==> src/rtl/ops_map.svh <==
// offsets, field positions, opcodes, reset values and cycle counts
// assumes inclusion by the execution unit, divider and decimal adjust files of the arithmetic/branch unit
`ifndef OPS_MAP_SVH
`define OPS_MAP_SVH
`define ADDR_INSN 8'h00
`define ADDR_ACCAUX 8'h04
`define ADDR_FLAGS 8'h08
`define ADDR_PTR 8'h0c
`define ADDR_PC 8'h10
`define ADDR_OPND 8'h14
`define ADDR_RESULT 8'h18
`define ADDR_STATUS 8'h1c
`define INSN_GO_BIT 31
`define FLAG_CY 7
`define FLAG_HC 6
`define FLAG_SX 2
`define OPND_PORT 16
`define OPND_PINBIT 17
`define OPND_LATBIT 18
`define OPC_DECADJ 8'hd4
`define OPC_SUB1_A 8'h14
`define OPC_SUB1_DIR 8'h15
`define PAT_SUB1_REG 5'h03
`define PAT_SUB1_IND 7'h0b
`define OPC_ADD1_A 8'h04
`define OPC_ADD1_DIR 8'h05
`define PAT_ADD1_REG 5'h01
`define PAT_ADD1_IND 7'h03
`define OPC_QUOT 8'h84
`define PAT_LOOP_REG 5'h1b
`define OPC_LOOP_DIR 8'hd5
`define OPC_PTR_ADD1 8'ha3
`define OPC_BSET 8'h20
`define OPC_BSETCLR 8'h10
`define OPC_BCLR 8'h30
`define OPC_BCY 8'h40
`define OPC_IDXJUMP 8'h73
`define BCD_LIMIT 4'h9
`define BCD_FIX 4'h6
`define LEN_ONE 2'h1
`define LEN_TWO 2'h2
`define LEN_THREE 2'h3
`define CYC_ONE 4'h1
`define CYC_TWO 4'h2
`define CYC_QUOT 4'h4
`define DIV_STEPS 2'h2
`define RST_BYTE 8'h00
`define RST_WORD 16'h0000
`define RESP_OKAY 2'h0
`define RESP_SLVERR 2'h2
`endif

==> src/rtl/ops_pkg.sv <==
// types shared by the execution unit and its helpers
// assumes nothing beyond the compile order
package ops_pkg;
  typedef enum logic [3:0] {
    op_none = 4'b0000,
    op_decadj = 4'b0001,
    op_sub1 = 4'b0010,
    op_add1 = 4'b0011,
    op_quot = 4'b0100,
    op_loop = 4'b0101,
    op_ptr_add1 = 4'b0110,
    op_bset = 4'b0111,
    op_bsetclr = 4'b1000,
    op_bclr = 4'b1001,
    op_bcy = 4'b1010,
    op_idxjump = 4'b1011
  } op_kind_t;
  typedef enum logic {
    st_idle = 1'b0,
    st_run = 1'b1
  } exec_state_t;
  typedef struct packed {
    op_kind_t kind;
    logic on_acc;
    logic [1:0] len;
    logic [3:0] cycles;
    logic [7:0] disp;
  } decode_t;
endpackage

==> src/rtl/div_if.sv <==
// operand and result bundle between execution unit and divider
// assumes both ends on aclk
`timescale 1ns/100ps
interface div_if;
  logic start;
  logic [7:0] dividend;
  logic [7:0] divisor;
  logic [7:0] quotient;
  logic [7:0] remainder;
  logic done;
  modport owner (output start, dividend, divisor, input quotient, remainder, done);
  modport unit (input start, dividend, divisor, output quotient, remainder, done);
endinterface

==> src/rtl/cpu_arith_branch_ops.sv <==
// execution unit for the arithmetic and branch instruction group
// assumes an AXI4-Lite master on aclk; one machine cycle is one aclk cycle
//
// The AXI4-Lite interface to the registers and the register offsets are this design's own decisions.
`timescale 1ns/100ps
`include "ops_map.svh"

module cpu_arith_branch_ops (
  input wire logic aclk, // core clock, 200 MHz
  input wire logic aresetn, // synchronous reset, active low
  input wire logic [7:0] awaddr, // write address
  input wire logic awvalid, // write address valid
  output logic awready, // write address ready
  input wire logic [31:0] wdata, // write data
  input wire logic [3:0] wstrb, // write byte strobes
  input wire logic wvalid, // write data valid
  output logic wready, // write data ready
  output logic [1:0] bresp, // write response
  output logic bvalid, // write response valid
  input wire logic bready, // write response ready
  input wire logic [7:0] araddr, // read address
  input wire logic arvalid, // read address valid
  output logic arready, // read address ready
  output logic [31:0] rdata, // read data
  output logic [1:0] rresp, // read response
  output logic rvalid, // read data valid
  input wire logic rready // read data ready
);
  import ops_pkg::*;

  // =====================================================
  // helpers
  function automatic logic [31:0] apply_strb(input logic [31:0] old, input logic [31:0] upd,
                                              input logic [3:0] strb);
    logic [31:0] res;
    res = old;
    for (int i = 0; i < 4; i++) begin
      if (strb[i]) begin
        res[i*8 +: 8] = upd[i*8 +: 8];
      end
    end
    return res;
  endfunction

  function automatic logic [15:0] branch_target(input logic [15:0] after, input logic [7:0] disp);
    return after + {{8{disp[7]}}, disp};
  endfunction

  function automatic decode_t decode(input logic [23:0] insn);
    decode_t d;
    logic [7:0] op;
    op = insn[7:0];
    d = '{kind: op_none, on_acc: 1'b0, len: `LEN_ONE, cycles: `CYC_ONE, disp: 8'h00};
    if (op == `OPC_DECADJ) begin
      d.kind = op_decadj;
      d.on_acc = 1'b1;
    end else if (op == `OPC_SUB1_A || op == `OPC_SUB1_DIR || op[7:3] == `PAT_SUB1_REG
                 || op[7:1] == `PAT_SUB1_IND) begin
      d.kind = op_sub1;
      d.on_acc = (op == `OPC_SUB1_A);
      d.len = (op == `OPC_SUB1_DIR) ? `LEN_TWO : `LEN_ONE;
    end else if (op == `OPC_ADD1_A || op == `OPC_ADD1_DIR || op[7:3] == `PAT_ADD1_REG
                 || op[7:1] == `PAT_ADD1_IND) begin
      d.kind = op_add1;
      d.on_acc = (op == `OPC_ADD1_A);
      d.len = (op == `OPC_ADD1_DIR) ? `LEN_TWO : `LEN_ONE;
    end else if (op == `OPC_QUOT) begin
      d.kind = op_quot;
      d.cycles = `CYC_QUOT;
    end else if (op[7:3] == `PAT_LOOP_REG) begin
      d.kind = op_loop;
      d.len = `LEN_TWO;
      d.cycles = `CYC_TWO;
      d.disp = insn[15:8];
    end else if (op == `OPC_LOOP_DIR) begin
      d.kind = op_loop;
      d.len = `LEN_THREE;
      d.cycles = `CYC_TWO;
      d.disp = insn[23:16];
    end else if (op == `OPC_PTR_ADD1) begin
      d.kind = op_ptr_add1;
      d.cycles = `CYC_TWO;
    end else if (op == `OPC_BSET || op == `OPC_BSETCLR || op == `OPC_BCLR) begin
      d.kind = (op == `OPC_BSET) ? op_bset : ((op == `OPC_BCLR) ? op_bclr : op_bsetclr);
      d.len = `LEN_THREE;
      d.cycles = `CYC_TWO;
      d.disp = insn[23:16];
    end else if (op == `OPC_BCY) begin
      d.kind = op_bcy;
      d.len = `LEN_TWO;
      d.cycles = `CYC_TWO;
      d.disp = insn[15:8];
    end else if (op == `OPC_IDXJUMP) begin
      d.kind = op_idxjump;
      d.cycles = `CYC_TWO;
    end
    return d;
  endfunction

  // =====================================================
  // state
  logic [7:0] acc_r;
  logic [7:0] aux_r;
  logic [7:0] flags_r;
  logic [15:0] ptr_r;
  logic [15:0] pc_r;
  logic [23:0] insn_r;
  logic [18:0] opnd_r;
  logic [11:0] result_r;
  logic illegal_r;
  logic [3:0] last_cycles_r;
  exec_state_t state_r;
  logic [3:0] cnt_r;
  logic aw_hold_r;
  logic w_hold_r;
  logic [7:0] aw_addr_r;
  logic [31:0] w_data_r;
  logic [3:0] w_strb_r;

  logic wr_fire;
  logic wr_map;
  logic wr_ok;
  logic busy;
  logic go;
  logic retire;
  logic [31:0] insn_merge;
  decode_t dec_go;
  decode_t dec;
  logic [15:0] pc_after;
  logic [15:0] pc_new;
  logic [15:0] ptr_new;
  logic [7:0] acc_new;
  logic [7:0] aux_new;
  logic [7:0] flags_new;
  logic [7:0] src_byte;
  logic [7:0] new_byte;
  logic new_bit;
  logic test_bit;
  logic wr_byte;
  logic wr_bit;
  logic taken;
  logic [7:0] adj_byte;
  logic adj_cy;
  logic aw_hold_nxt;
  logic w_hold_nxt;
  logic bvalid_nxt;
  logic rvalid_nxt;

  div_if dv_bus ();

  ops_divider u_divider (
    .aclk(aclk),
    .aresetn(aresetn),
    .dv(dv_bus)
  );

  ops_decimal_adjust u_decadj (
    .acc_in(acc_r),
    .cy_in(flags_r[`FLAG_CY]),
    .hc_in(flags_r[`FLAG_HC]),
    .acc_out(adj_byte),
    .cy_out(adj_cy)
  );

  // =====================================================
  // write path decode
  assign busy = (state_r == st_run);
  assign wr_fire = aw_hold_r & w_hold_r & !bvalid;
  always_comb begin
    case (aw_addr_r)
      `ADDR_INSN, `ADDR_ACCAUX, `ADDR_FLAGS, `ADDR_PTR, `ADDR_PC, `ADDR_OPND: wr_map = 1'b1;
      default: wr_map = 1'b0;
    endcase
  end
  assign wr_ok = wr_fire & wr_map & !busy;
  assign insn_merge = apply_strb({8'h00, insn_r}, w_data_r, w_strb_r);
  assign go = wr_ok && (aw_addr_r == `ADDR_INSN) && insn_merge[`INSN_GO_BIT];
  assign dec_go = decode(insn_merge[23:0]);
  assign retire = busy && (cnt_r == 4'h0);

  assign dv_bus.start = go;
  assign dv_bus.dividend = acc_r;
  assign dv_bus.divisor = aux_r;

  // =====================================================
  // instruction semantics
  always_comb begin
    dec = decode(insn_r);
    pc_after = pc_r + {14'h0000, dec.len};
    src_byte = dec.on_acc ? acc_r
             : (opnd_r[`OPND_PORT] ? opnd_r[15:8] : opnd_r[7:0]);
    test_bit = opnd_r[`OPND_PINBIT];
    new_byte = src_byte;
    new_bit = 1'b0;
    wr_byte = 1'b0;
    wr_bit = 1'b0;
    taken = 1'b0;
    acc_new = acc_r;
    aux_new = aux_r;
    flags_new = flags_r;
    ptr_new = ptr_r;
    pc_new = pc_after;
    case (dec.kind)
      op_decadj: begin
        acc_new = adj_byte;
        flags_new[`FLAG_CY] = adj_cy;
      end
      op_sub1: begin
        new_byte = src_byte - 8'h01;
        wr_byte = !dec.on_acc;
        acc_new = dec.on_acc ? new_byte : acc_r;
      end
      op_add1: begin
        new_byte = src_byte + 8'h01;
        wr_byte = !dec.on_acc;
        acc_new = dec.on_acc ? new_byte : acc_r;
      end
      op_quot: begin
        acc_new = dv_bus.quotient;
        aux_new = dv_bus.remainder;
        flags_new[`FLAG_CY] = 1'b0;
        flags_new[`FLAG_SX] = (aux_r == 8'h00);
      end
      op_loop: begin
        new_byte = src_byte - 8'h01;
        wr_byte = 1'b1;
        taken = (new_byte != 8'h00);
      end
      op_ptr_add1: begin
        ptr_new = ptr_r + 16'h0001;
      end
      op_bset: begin
        taken = test_bit;
      end
      op_bsetclr: begin
        test_bit = opnd_r[`OPND_PORT] ? opnd_r[`OPND_LATBIT] : opnd_r[`OPND_PINBIT];
        taken = test_bit;
        wr_bit = 1'b1;
      end
      op_bclr: begin
        taken = !test_bit;
      end
      op_bcy: begin
        taken = flags_r[`FLAG_CY];
      end
      op_idxjump: begin
        pc_new = {8'h00, acc_r} + ptr_r;
      end
      default: begin
        pc_new = pc_r;
      end
    endcase
    if (taken) begin
      pc_new = branch_target(pc_after, dec.disp);
    end
  end

  // =====================================================
  // sequencing
  always_ff @(posedge aclk) begin
    if (!aresetn) begin
      state_r <= st_idle;
      cnt_r <= 4'h0;
    end else begin
      case (state_r)
        st_idle: begin
          if (go) begin
            state_r <= st_run;
            cnt_r <= dec_go.cycles - 4'h1;
          end
        end
        st_run: begin
          if (cnt_r == 4'h0) begin
            state_r <= st_idle;
          end else begin
            cnt_r <= cnt_r - 4'h1;
          end
        end
        default: begin
          state_r <= st_idle;
        end
      endcase
    end
  end

  always_ff @(posedge aclk) begin
    if (!aresetn) begin
      illegal_r <= 1'b0;
      last_cycles_r <= 4'h0;
      result_r <= 12'h000;
    end else if (go) begin
      illegal_r <= (dec_go.kind == op_none);
    end else if (retire) begin
      last_cycles_r <= dec.cycles;
      result_r <= {taken, wr_bit, wr_byte, new_bit, new_byte};
    end
  end

  // =====================================================
  // architectural registers
  always_ff @(posedge aclk) begin
    if (!aresetn) begin
      acc_r <= `RST_BYTE;
      aux_r <= `RST_BYTE;
    end else if (retire) begin
      acc_r <= acc_new;
      aux_r <= aux_new;
    end else if (wr_ok && aw_addr_r == `ADDR_ACCAUX) begin
      {aux_r, acc_r} <= 16'(apply_strb({16'h0000, aux_r, acc_r}, w_data_r, w_strb_r));
    end
  end

  always_ff @(posedge aclk) begin
    if (!aresetn) begin
      flags_r <= `RST_BYTE;
    end else if (retire) begin
      flags_r <= flags_new;
    end else if (wr_ok && aw_addr_r == `ADDR_FLAGS) begin
      flags_r <= 8'(apply_strb({24'h000000, flags_r}, w_data_r, w_strb_r));
    end
  end

  always_ff @(posedge aclk) begin
    if (!aresetn) begin
      ptr_r <= `RST_WORD;
      pc_r <= `RST_WORD;
    end else if (retire) begin
      ptr_r <= ptr_new;
      pc_r <= pc_new;
    end else if (wr_ok && aw_addr_r == `ADDR_PTR) begin
      ptr_r <= 16'(apply_strb({16'h0000, ptr_r}, w_data_r, w_strb_r));
    end else if (wr_ok && aw_addr_r == `ADDR_PC) begin
      pc_r <= 16'(apply_strb({16'h0000, pc_r}, w_data_r, w_strb_r));
    end
  end

  always_ff @(posedge aclk) begin
    if (!aresetn) begin
      insn_r <= 24'h000000;
      opnd_r <= 19'h00000;
    end else if (wr_ok && aw_addr_r == `ADDR_INSN) begin
      insn_r <= insn_merge[23:0];
    end else if (wr_ok && aw_addr_r == `ADDR_OPND) begin
      opnd_r <= 19'(apply_strb({13'h0000, opnd_r}, w_data_r, w_strb_r));
    end
  end

  // =====================================================
  // axi4-lite write channel
  assign aw_hold_nxt = !wr_fire & (aw_hold_r | (awvalid & awready));
  assign w_hold_nxt = !wr_fire & (w_hold_r | (wvalid & wready));
  assign bvalid_nxt = wr_fire | (bvalid & !bready);

  always_ff @(posedge aclk) begin
    if (!aresetn) begin
      aw_hold_r <= 1'b0;
      w_hold_r <= 1'b0;
      aw_addr_r <= 8'h00;
      w_data_r <= 32'h00000000;
      w_strb_r <= 4'h0;
      awready <= 1'b0;
      wready <= 1'b0;
      bvalid <= 1'b0;
      bresp <= `RESP_OKAY;
    end else begin
      aw_hold_r <= aw_hold_nxt;
      w_hold_r <= w_hold_nxt;
      if (awvalid && awready) begin
        aw_addr_r <= {awaddr[7:2], 2'h0};
      end
      if (wvalid && wready) begin
        w_data_r <= wdata;
        w_strb_r <= wstrb;
      end
      awready <= !aw_hold_nxt & !bvalid_nxt;
      wready <= !w_hold_nxt & !bvalid_nxt;
      bvalid <= bvalid_nxt;
      if (wr_fire) begin
        bresp <= wr_ok ? `RESP_OKAY : `RESP_SLVERR;
      end
    end
  end

  // =====================================================
  // axi4-lite read channel
  assign rvalid_nxt = (arvalid & arready) | (rvalid & !rready);

  always_ff @(posedge aclk) begin
    if (!aresetn) begin
      arready <= 1'b0;
      rvalid <= 1'b0;
      rdata <= 32'h00000000;
      rresp <= `RESP_OKAY;
    end else begin
      arready <= !rvalid_nxt;
      rvalid <= rvalid_nxt;
      if (arvalid && arready) begin
        rresp <= `RESP_OKAY;
        case ({araddr[7:2], 2'h0})
          `ADDR_INSN: rdata <= {8'h00, insn_r};
          `ADDR_ACCAUX: rdata <= {16'h0000, aux_r, acc_r};
          `ADDR_FLAGS: rdata <= {24'h000000, flags_r};
          `ADDR_PTR: rdata <= {16'h0000, ptr_r};
          `ADDR_PC: rdata <= {16'h0000, pc_r};
          `ADDR_OPND: rdata <= {13'h0000, opnd_r};
          `ADDR_RESULT: rdata <= {20'h00000, result_r};
          `ADDR_STATUS: rdata <= {16'h0000, 4'h0, last_cycles_r, 6'h00, illegal_r, busy};
          default: begin
            rdata <= 32'h00000000;
            rresp <= `RESP_SLVERR;
          end
        endcase
      end
    end
  end
endmodule

==> src/rtl/ops_divider.sv <==
// unsigned 8 by 8 restoring divider, four bits per clock
// assumes operands stable only at the start edge
`timescale 1ns/100ps
`include "ops_map.svh"

module ops_divider (
  input wire logic aclk, // core clock
  input wire logic aresetn, // synchronous reset, active low
  div_if.unit dv // operands in, results out
);
  import ops_pkg::*;

  logic [7:0] quo_r;
  logic [7:0] rem_r;
  logic [7:0] den_r;
  logic [1:0] step_r;

  function automatic logic [15:0] four_steps(input logic [7:0] rem, input logic [7:0] quo,
                                              input logic [7:0] den);
    logic [8:0] trial;
    logic [7:0] r;
    logic [7:0] q;
    r = rem;
    q = quo;
    for (int i = 0; i < 4; i++) begin
      trial = {r, q[7]} - {1'b0, den};
      if (!trial[8]) begin
        r = trial[7:0];
      end else begin
        r = {r[6:0], q[7]};
      end
      q = {q[6:0], !trial[8]};
    end
    return {r, q};
  endfunction

  // =====================================================
  // iteration
  always_ff @(posedge aclk) begin
    if (!aresetn) begin
      quo_r <= `RST_BYTE;
      rem_r <= `RST_BYTE;
      den_r <= `RST_BYTE;
      step_r <= 2'h0;
    end else if (dv.start) begin
      quo_r <= dv.dividend;
      rem_r <= `RST_BYTE;
      den_r <= dv.divisor;
      step_r <= `DIV_STEPS;
    end else if (step_r != 2'h0) begin
      {rem_r, quo_r} <= four_steps(rem_r, quo_r, den_r);
      step_r <= step_r - 2'h1;
    end
  end

  assign dv.quotient = quo_r;
  assign dv.remainder = rem_r;
  assign dv.done = (step_r == 2'h0);
endmodule

==> src/rtl/ops_decimal_adjust.sv <==
// packed bcd correction of the accumulator after an addition
// assumes carry and half carry as left by the preceding addition
`timescale 1ns/100ps
`include "ops_map.svh"

module ops_decimal_adjust (
  input wire logic [7:0] acc_in, // accumulator before correction
  input wire logic cy_in, // carry flag
  input wire logic hc_in, // half carry flag
  output logic [7:0] acc_out, // corrected accumulator
  output logic cy_out // carry after correction
);
  logic [8:0] low_fix;
  logic [8:0] high_fix;
  logic cy_mid;

  always_comb begin
    low_fix = {1'b0, acc_in};
    if (acc_in[3:0] > `BCD_LIMIT || hc_in) begin
      low_fix = {1'b0, acc_in} + {5'h00, `BCD_FIX};
    end
    cy_mid = cy_in | low_fix[8];
    high_fix = {1'b0, low_fix[7:0]};
    if (low_fix[7:4] > `BCD_LIMIT || cy_mid) begin
      high_fix = {1'b0, low_fix[7:0]} + {1'b0, `BCD_FIX, 4'h0};
    end
    acc_out = high_fix[7:0];
    cy_out = cy_mid | high_fix[8];
  end
endmodule

==> config.mk <==
export PLATFORM = sky130hd
export DESIGN_NAME = cpu_arith_branch_ops
export DESIGN_NICKNAME = d
export VERILOG_FILES = /design/src/rtl/ops_pkg.sv /design/src/rtl/div_if.sv /design/src/rtl/cpu_arith_branch_ops.sv /design/src/rtl/ops_divider.sv /design/src/rtl/ops_decimal_adjust.sv
export VERILOG_INCLUDE_DIRS = /design/src /design/src/rtl
export SDC_FILE = /design/constraint.sdc
export NUM_CORES = 1
export LEC_CHECK = 0
export BUFFER_PORTS_ARGS = -buffer_cell sky130_fd_sc_hd__buf_4
export CAP_MARGIN = 20
export CORE_UTILIZATION = 55
export CTS_CLUSTER_DIAMETER = 80
export DETAILED_ROUTE_END_ITERATION = 8
export HOLD_SLACK_MARGIN = 0.02
export PLACE_DENSITY = 0.74
export SLEW_MARGIN = 5
export SYNTH_ARGS = -nofsm -noshare
export SYNTH_HDL_FRONTEND = slang
export SYNTH_HIERARCHICAL = 1
export SYNTH_SLANG_ARGS = --single-unit
==> constraint.sdc <==
create_clock -name aclk -period 23 [get_ports aclk]
set_input_delay 2.3 -clock aclk [delete_from_list [all_inputs] [get_ports aclk]]
set_output_delay 2.3 -clock aclk [all_outputs]
set_load 0.01 [all_outputs]
== After elaboration in Yosys (flattened, before gate mapping) ==
Cells that the tools add are included.
Word-level totals
  flip-flop bits (word level): 231
  input port bits: 59
  output and inout port bits: 41
  word-level logic and storage cells: 351
Cells by class
  $add $sub $neg: 15
  magnitude comparators: 2
  equal/unequal tests: 69
  muxes and demuxes: 127
  bitwise operators: 24
  reduce and logical (&&, ||, !) cells: 78
Operators by type and width (count)
  2-to-1 mux 8 bit: 39
  one-hot mux 24 bit (8 select lines): 1
  2-to-1 mux 16 bit: 7
  2-to-1 mux 14 bit: 7
  2-to-1 mux 4 bit: 24
  == test 8 bit, second input constant: 8
  2-to-1 mux 12 bit: 5
  == test 8 x 5 -> 1 bit, second input constant: 6
  2-to-1 mux 2 bit: 20
  == test 6 x 3 -> 1 bit, second input constant: 6
  subtractor 9 x 8 -> 9 bit: 4
  == test 8 x 3 -> 1 bit, second input constant: 4
  == test 8 x 6 -> 1 bit, second input constant: 4
  == test 8 x 7 -> 1 bit, second input constant: 4
  one-hot mux 16 bit (2 select lines): 1
  one-hot mux 8 bit (4 select lines): 1
  AND reduction 3 bit: 9
  == test 6 x 2 -> 1 bit, second input constant: 4
  logical OR 1 bit: 18
  2-to-1 mux 9 bit: 2
  adder 16 x 1 -> 16 bit, second input constant: 1
  adder 16 bit: 1
  adder 16 x 2 -> 16 bit: 1
  adder 8 x 16 -> 16 bit: 1
  47 further kinds: 137

== Logic depth before layout (Yosys ltp) ==
Gate-level depths: netlist of run 1.
  word-level depth: 23
  depth in mapped cells: 47
  mapped depth without buffers: 43

== Modules after synthesis ==
The synthesis of run 1 kept the hierarchy.
Modules (own cells, without submodules)
  cpu_arith_branch_ops: times used 1, cells an instance 1554, area an instance 11588.6 µm², sequential area each 3743.6 µm²
  ops_divider: times used 1, cells an instance 363, area an instance 2860.2 µm², sequential area each 520.5 µm²
  ops_decimal_adjust: times used 1, cells an instance 56, area an instance 386.6 µm², sequential area each 0.0 µm²

== Worst setup path after synthesis of run 1 ==
Ideal clock, no wire load.
  path type: reg2reg
  start: register u_divider.den_r[1]
  end: register u_divider.rem_r[1], in the netlist u_divider/dv.remainder[1]
  setup time: 0.074 ns
  arrival: 8.242 ns
  data required time: 22.926 ns
  setup slack: 14.684 ns
  cell stages (with the launch flop): 42
  buffers on the path: 4
  clock period less this slack: 8.316 ns
  path through: dfxtp_1 -> inv_1 -> fa_1 -> a211o_1 -> a21oi_2 -> nor3_2 -> nor2_1 -> mux2i_1 -> inv_1 -> ha_1 -> or2_2 -> a21oi_1 -> inv_1 -> a211o_1 -> o311a_1 -> and2_4 -> buf_6 -> clkbuf_1 -> [... 6 more ...] -> o21ai_0 -> a21oi_1 -> xnor2_1 -> nand2_1 -> o221ai_1 -> ha_1 -> nor2b_1 -> o21ai_0 -> nand2b_1 -> and2_1 -> o21ai_0 -> nand2b_1 -> a21o_1 -> a21o_1 -> and4_4 -> buf_6 -> or3_1 -> a31oi_1
On the way
  longest elaborated chain between the ends: 17
RTL lines
  start: declaration: line ops_divider.sv:15  | logic [7:0] den_r;
  start signal: assignment: line ops_divider.sv:43  | den_r <= `RST_BYTE;
  start signal: assignment: line ops_divider.sv:48  | den_r <= dv.divisor;
  subtractor 9 x 8 -> 9 bit: line ops_divider.sv:26  | trial = {r, q[7]} - {1'b0, den};
  2-to-1 mux 8 bit: line ops_divider.sv:27  | if (!trial[8]) begin
  2-to-1 mux 8 bit: line ops_divider.sv:50  | end else if (step_r != 2'h0) begin
  2-to-1 mux 8 bit: line ops_divider.sv:45  | end else if (dv.start) begin
  2-to-1 mux 8 bit: line ops_divider.sv:40  | if (!aresetn) begin
  subtractor 9 x 8 -> 9 bit: line ops_divider.sv:26
  2-to-1 mux 8 bit: line ops_divider.sv:27
  2-to-1 mux 8 bit: line ops_divider.sv:50
  2-to-1 mux 8 bit: line ops_divider.sv:45
  2-to-1 mux 8 bit: line ops_divider.sv:40
  subtractor 9 x 8 -> 9 bit: line ops_divider.sv:26
  2-to-1 mux 8 bit: line ops_divider.sv:27
  2-to-1 mux 8 bit: line ops_divider.sv:50
  2-to-1 mux 8 bit: line ops_divider.sv:45
  2-to-1 mux 8 bit: line ops_divider.sv:40
  subtractor 9 x 8 -> 9 bit: line ops_divider.sv:26
  2-to-1 mux 8 bit (*): line ops_divider.sv:27
  end signal: assignment: line ops_divider.sv:42  | rem_r <= `RST_BYTE;
  end signal: assignment: line ops_divider.sv:47  | rem_r <= `RST_BYTE;
  end signal: assignment: line ops_divider.sv:51  | {rem_r, quo_r} <= four_steps(rem_r, quo_r, den_r);
  end: declaration: line ops_divider.sv:14  | logic [7:0] rem_r;
Mark *: on every way between the ends. The rest lies on a longest branch, timed or not. The select of a mux whose other input is x is not followed.
A chain may end at the register's enable or synchronous reset.

== Worst setup path after layout of run 1 ==
  start: register u_divider.den_r[1]
  end: register u_divider.rem_r[4], in the netlist u_divider/dv.remainder[4]
Same word-level chain as after synthesis.

==> metrics.csv, run 1 <==
metric;value;unit
number of ports placed on the die boundary;100;
number of flops mapped to enable cells by yosys;0;
Async S/R FF share, synth;0;%
initial core utilization;56.5;%
final number of hold-violating endpoints;0;
antenna diode count;0;
final antenna-violating net count;0;
dominant cell type by count on the critical path;o21ai_0;
part of the power in the clock network;48.0;%
later-pin clock latency in the skew report;0.56;ns
first-pass GRT wire length;76900;um
internal power;602;uW
post-cts hold buffer count;0;
vias after detailed routing;15000;
Combinational Power Share;4.6;%
Die Y;166;um
Core Rows;59;
total number of H-tree levels;1;
die width;166;um
TritonCTS Buffers;25;
weighted congestion at the end of routability-driven global placement;0.998;
setup slack at placement;13.46;ns
sequential cell area in the final layout;4260;sq um
Iteration-0 DRC Markers;1841;
remaining global-route overflow;0;
most area-consuming cells after synthesis;dfxtp_1 (29%), a21oi_1 (7.6%), nand2_1 (6.8%);
number of distinct library cells after synthesis;98;
number of warnings printed during yosys synthesis;6;
clock transition at the registers of the reported paths;0.06;ns
number of filler instances in the final layout;2420;
count of endpoints failing setup in the final report;0;
most frequent cell after synthesis;nand2_1;
Mapped Avg Cell Area;7.52;sq um
final routed wire length divided by cell count;21.3;um
Seq/Total Area, Yosys;28.7;%
leakage power figure;5.81;nW
net switching component of the power;200;uW
Setup Crit Path Kind;flop to flop;
netlist area before placement;14800;sq um
maximum buffer depth of the clock tree;3;
post-CTS sizing;0;
vias in the first global route;14000;
proportion of total power due to net switching;24.9;%
max_slew headroom;35.1;%
largest area contributor in the netlist;dfxtp_1;
violated checks;design-rule violations;
setup skew after layout;0.0164;ns
Overall Global Routing Usage;35.1;%
setup repair after global routing missed its margin;false;
NumNets Final;2103;
PnR worst setup slack;13.34;ns
final worst path period share;42.0;%
maximum clock rate;0.104;GHz
clk sink count;213;
Main synth FF type;dfxtp_1;
shortest clock period the worst path allows after layout;9.66;ns
worst min-delay path class;flop to flop;
buffer cell driving the clock tree root;clkbuf_16;
Core ar.;26300;sq um
share of power burned in registers;47.5;%
final standard cell utilization of the core;61.7;%
setup TNS;0;ns
per-cell via count in the routed design;6.46;
Critical Path Sink Type;flop;
number of slew-limit violations in the final report;0;
maximum resistive drop on vdd;70.3;uV
total power density per cell area;49.5;nW/um^2
synthesis-stage register bit count;213;
slew at the pin with the worst max-slew slack;0.972;ns
maximum cell stage delay along the critical path;0.52;ns
CTS tree;built;
required arrival time at the worst endpoint;23.47;ns
largest fanout of any net on the critical path;27;
fraction of final layout cells sized beyond drive strength 1;9.60;%
slowest cell on the critical path;dfxtp_1;
estimated wirelength of the detail-placed design;36200;um
setup repair bufs after CTS;0;
data arrival time of the critical path;10.13;ns
drt first pass iters;9;
number of antenna violations at the first check in global routing;0;
final wirelength;49500;um
remaining routing DRC violations;1;
multi-input combinational cell area;9790;sq um
pin count of the biggest net entering global routing;82;
I/O Buffers;78;
status;finished, violations left;
number of cells produced by synthesis;1973;
die footprint;27600;sq um
Max-Cap Viols;0;
Critical Path Start Type;flop;
post-synthesis to final-layout area growth;9.21;%
commonest cells in the netlist;nand2_1 (267), a21oi_1 (225), dfxtp_1 (213);
post-synth top area share;28.7;%
worst max-delay path, delay by kind of cell (launching register included):
kind | cells | cell delay [ns]
compound gates | 16 | 3.61
fa+ha+maj | 4 | 1.63
buf+inv | 3 | 0.35
flops | 1 | 0.52
mux | 2 | 0.82
simple gates | 14 | 2.63
power groups by stage:
stage	Clock (mW)	Combinational, mW	Sequential, mW
finish	0.385	0.0367	0.381
global route	0.401	0.0402	0.381
CTS	0.388	0.0363	0.380
detailed placement	0	0.0362	0.388
global placement	0	0.0357	0.388
floorplan	0	0.0251	0.384
flip-flops by register name, indices dropped and copies added (netlist names), 6 cells and up, named ones only:
| name | flops |
|---|---|
| u_divider/dv.remainder | 8 |
| u_divider/dv.quotient | 8 |
| opnd_r | 19 |
| result_r | 11 |
| aw_addr_r | 6 |
| ptr_r | 16 |
| flags_r | 8 |
| acc_r | 8 |
| pc_r | 16 |
| rdata | 24 |
| w_data_r | 25 |
| u_divider/den_r | 8 |
| insn_r | 8 |
| aux_r | 8 |
area by class of cell:
class                   instances  share of cell area, %
multi-input cells            1577                   60.4
flip-flops and latches        213                   26.3
repair buffers                 97                   4.48
clock buffers                  36                   4.36
well taps                     335                   2.59
inverters                      58                   1.36
clock inverters                 9                  0.487
cells by family (layout without fill, tap and decap cells):
| group | Yosys count | after routing | synth area share, % |
|---|---|---|---|
| buffers and inverters | 192 | 200 | 5.57 |
| adders and majority gates | 72 | 72 | 6.43 |
| muxes | 67 | 67 | 4.93 |
| AOI/OAI and AO/OA | 586 | 586 | 24.9 |
| xor gates and xnor gates | 82 | 82 | 4.94 |
| DFF | 213 | 213 | 28.7 |
| other | 1 | 10 | 0.0253 |
| and+or+nand+nor | 760 | 760 | 24.4 |
metal layers:
layer	share of wire [%]	GRT usage (%)	wire length, um	up-vias
met5	0	0	0	-
met3	9.3	5.79	4620	140
met2	44	55.9	21700	707
met1	42	46.2	20700	7078
met4	4.8	16.6	2370	0
li1	-	-	-	7086
metrics by stage:
step / instance area, sq um / power, mW / hold WS (ns) / instances
global route: 16200 / 0.822 / 0.474 / 2325
finish: 16200 / 0.802 / 0.449 / 2325
CTS: 16200 / 0.805 / 0.451 / 2322
global placement: 15400 / 0.424 / 0.436 / 2277
floorplan: 14900 / 0.409 / 0.416 / 1982
detailed placement: 15400 / 0.425 / 0.433 / 2277
layout by cell type (no fill, tap or decap), types with 10 or more instances in the layout:
cell       netlist  final
o22ai_1         15     15
a22oi_1         30     30
xor2_1          25     25
o21a_1          14     14
o21ai_0         95     95
mux2i_1         48     48
ha_1            65     65
clkbuf_16        0     25
o21ai_1         11     11
nor2_1         153    153
nor4_1          15     15
nor3_1          54     53
mux2_2          15     15
buf_4           11     96
nand2_1        267    266
dfxtp_1        213    213
inv_1           56     56
a22o_1          10     10
nand3b_1        12     12
a21oi_1        225    225
o221ai_1        10     10
o211ai_1        14     14
nand4_1         10     10
a21o_1          20     20
and3_1          23     23
and2_1          19     19
or3_1           15     15
nor2b_1         35     35
a211oi_1        28     28
xnor2_1         55     55
a31oi_1         34     34
nand3_1         88     88
conb_1           1     10
nand2b_1        30     30
path summary, 6_finish.rpt:
kind	cells after the start	slack, ns	startpoint	to
setup / recovery	39	13.34	u_divider/den_r[1]	u_divider/dv.remainder[4]
hold / removal	2	0.45	cnt_r[3]	cnt_r[3]
hold reg to reg	2	0.45	cnt_r[3]	cnt_r[3]
setup reg to reg	39	13.34	u_divider/den_r[1]	u_divider/dv.remainder[4]
No activity file was read; power rests on OpenSTA's default activity.
==> inputs of run 2 (changes only) <==
- ABC_AREA: default -> 1
- PLACE_DENSITY: 0.74 -> 0.76
- clock period: 23 -> 8.7 ns (I/O delays scaled with it)
==> run 2 against run 1 <==
Compared with the run above: the run now ends clean; hold slack lost 0.017 ns; sequential power grew to 2.7 times the previous value; non-clock buffer count shrank 8; power grew to 2.9 times the previous value; first-iteration DRC count shrank 12%; utilization grew 0.76 points; worst setup slack lost 12 ns; register-to-register slack lost 12 ns; sequential cell count is the same; synthesized cell count grew 13%.
==> metrics.csv, run 2 <==
metric;value;unit;change
most area-consuming cells after synthesis;dfxtp_1 (29%), nand2_1 (11%), o21ai_0 (7.7%);;
Met3 Routed Length;4770;um;+3.3%
post-synth top area share;29.1;%;+0.36 points
final antenna-violating net count;0;;unchanged
critical hold path startpoint;w_hold_r;;
final wirelength;47900;um;-3.1%
share of power burned in registers;43.3;%;-4.2 points
pin count of the biggest net entering global routing;103;;+26%
die footprint;27300;sq um;-1.2%
post-cts hold buffer count;0;;unchanged
total instance count after detailed placement;2567;;+13%
Core ar.;26100;sq um;-0.84%
part of the power in the clock network;49.8;%;+1.8 points
maximum cell stage delay along the critical path;0.48;ns;-0.04 ns
setup skew after layout;0.0260;ns;+0.00968 ns
Combinational Power Share;6.9;%;+2.3 points
maximum resistive drop on vdd;205;uV;+190%
most frequent standard cell in the layout excluding fill and tap cells;nand2_1;;
Overall Global Routing Usage;34.9;%;-0.20 points
first-pass GRT wire length;74600;um;-3.0%
most frequent cell after synthesis;nand2_1;;
maximum buffer depth of the clock tree;3;;unchanged
estimated wirelength of the detail-placed design;36200;um;about the same
Max-Cap Viols;0;;unchanged
largest fanout of any net on the critical path;16;;-41%
shortest clock period the worst path allows after layout;7.55;ns;-2.11 ns
final worst path period share;86.8;%;+45 points
I/O Buffers;78;;unchanged
leakage power figure;6.95;nW;+19%
Biggest register;w_data_r;;
sequential cell area in the final layout;4260;sq um;unchanged
remaining global-route overflow;0;;unchanged
Main synth FF type;dfxtp_1;;
clk sink count;213;;unchanged
slew at the pin with the worst max-slew slack;0.955;ns;-0.0169 ns
net switching component of the power;580;uW;+190%
internal power;1.75;mW;+190%
startpoint of the lowest-slack register-to-register path;u_divider/den_r[1];;
count of endpoints failing setup in the final report;0;;unchanged
CTS tree;built;;
Async S/R FF share, synth;0;%;unchanged
vias in the first global route;14100;;+0.68%
Critical Path Sink Type;flop;;
number of flip-flops under the largest register name;25;;unchanged
max_slew headroom;36.3;%;+1.3 points
slowest cell on the critical path;dfxtp_1;;
drt first pass iters;5;;-4
later-pin clock latency in the skew report;0.55;ns;about the same
highest layer used for signal routing;met4;;
number of antenna violations at the first check in global routing;0;;unchanged
multi-input combinational cell area;8870;sq um;-9.4%
worst min-delay path class;flop to flop;;
synthesis-stage register bit count;213;;unchanged
die width;165;um;-0.61%
Iteration-0 DRC Markers;1618;;-12%
total number of H-tree levels;1;;unchanged
fraction of final layout cells sized beyond drive strength 1;9.84;%;+0.24 points
final cell count without fillers;2611;;+12%
netlist area before placement;14700;sq um;-1.2%
sum of routed wire segments on met1;19700;um;-5.1%
Setup Crit Path Kind;flop to flop;;
per-cell via count in the routed design;5.96;;-7.7%
maximum clock rate;0.132;GHz;+28%
proportion of total power due to net switching;24.8;%;-0.093 points
Critical Path Start Type;flop;;
buffer cell driving the clock tree root;clkbuf_16;;
setup TNS;0;ns;unchanged
TritonCTS Buffers;24;;-4.0%
dominant cell type by count on the critical path;inv_1;;
met2 wire length;21100;um;-2.9%
largest area contributor in the netlist;dfxtp_1;;
vias after detailed routing;15600;;+3.7%
registers with the most flip-flops;w_data_r x25, rdata x24, opnd_r x19;;
weighted congestion at the end of routability-driven global placement;1.02;;+2.5%
final routed wire length divided by cell count;18.3;um;-14%
data arrival time of the critical path;7.98;ns;-2.15 ns
Mapped Avg Cell Area;6.59;sq um;-12%
post-CTS sizing;0;;unchanged
number of filler instances in the final layout;2487;;+2.8%
number of cells produced by synthesis;2223;;+13%
Die Y;165;um;-0.61%
Core Rows;59;;unchanged
post-synthesis to final-layout area growth;11.0;%;
clock transition at the registers of the reported paths;0.06;ns;about the same
number of warnings printed during yosys synthesis;6;;unchanged
total power density per cell area;143;nW/um^2;+190%
required arrival time at the worst endpoint;9.13;ns;-14.34 ns
number of ports placed on the die boundary;100;;unchanged
setup repair bufs after CTS;0;;unchanged
number of flops mapped to enable cells by yosys;0;;unchanged
NumNets Final;2389;;+14%
final number of hold-violating endpoints;0;;unchanged
number of distinct library cells after synthesis;55;;-44%
status;completed;;
setup repair after global routing missed its margin;false;;
remaining routing DRC violations;0;;-1
top library cells by usage in the layout, fill and taps aside;nand2_1 (447), inv_1 (289), o21ai_0 (225);;
commonest cells in the netlist;nand2_1 (447), inv_1 (289), o21ai_0 (225);;
crit path from;u_divider/den_r[1];;
Seq/Total Area, Yosys;29.1;%;+0.36 points
antenna diode count;0;;unchanged
number of slew-limit violations in the final report;0;;unchanged
initial core utilization;56.2;%;-0.23 points
-- run 2: changes by cell type after synthesis, sizes merged, moves of 30 or more --
cell    before  now
inv         57  299
nand2      267  479
o21ai      107  252
nand3       88  140
mux2i       51    2
nor2       153  197
clkbuf     103   61
nor3        58   21
xnor2       55   19
nor2b       35    0
a21oi      226  192
nand2b      30    0
-- run 2: path summary, 6_finish.rpt --
path                               endpoint  slack [ns]  cells after the start
setup / recovery  u_divider/dv.remainder[3]        1.15                     41
hold / removal                       wready        0.43                      1
hold reg to reg                      wready        0.43                      1
setup reg to reg  u_divider/dv.remainder[3]        1.15                     41
-- run 2: worst max-delay path: cells and delay by family, from the launching register on --
kind / cells / cell delay (ns)
simple gates: 19 / 2.55
fa+ha+maj: 4 / 1.68
compound gates: 10 / 1.87
flops: 1 / 0.48
buf+inv: 8 / 0.81
-- run 2: logic make-up (layout without fill, tap and decap cells) --
kind of cell	Yosys count	count (layout)	share of synthesized area, %
mux	2	2	0.137
simple gates	900	900	27.3
buf+inv	392	436	10.7
compound gates	587	587	22.9
fa+ha+maj	72	72	6.51
flops	213	213	29.1
other cells	1	10	0.0256
xor+xnor	56	56	3.35
-- run 2: power groups by stage --
stage | clock (mW) | sequential [mW] | combinational (mW)
6_report | 1.16 | 1.01 | 0.161
3_5_place_dp | 0 | 1.03 | 0.158
3_3_place_gp | 0 | 1.03 | 0.153
4_1_cts | 1.17 | 1.01 | 0.159
2_1_floorplan | 0 | 1.02 | 0.110
5_1_grt | 1.21 | 1.01 | 0.178
-- run 2: layer usage --
layer  vias up  track usage [%]
li1       7498                -
met1      7150             45.9
met2       754             55.5
met3       163             5.59
met4         0             16.2
met5         -                0
-- run 2: final cells by class --
| class | count | area share [%] |
|---|---|---|
| Inverter | 303 | 6.99 |
| Multi-Input combinational cell | 1627 | 54.5 |
| Tap cell | 335 | 2.58 |
| Timing Repair Buffer | 89 | 4.11 |
| Clock inverter | 17 | 1.69 |
| Sequential cell | 213 | 26.2 |
| Clock buffer | 27 | 3.88 |
-- run 2: metrics by stage --
| step | setup WS [ns] | util [%] | hold WS [ns] | cell area (sq um) | total power [mW] |
|---|---|---|---|---|---|
| 2_1_floorplan | 2.27 | - | 0.399 | 14700 | 1.13 |
| 3_3_place_gp | 1.40 | 58.9 | 0.413 | 15400 | 1.18 |
| 3_5_place_dp | 1.24 | 58.9 | 0.421 | 15400 | 1.19 |
| 4_1_cts | 1.18 | 62.4 | 0.435 | 16300 | 2.33 |
| 5_1_grt | 0.334 | 62.4 | 0.442 | 16300 | 2.40 |
| 6_report | 1.15 | 62.4 | 0.432 | 16300 | 2.33 |
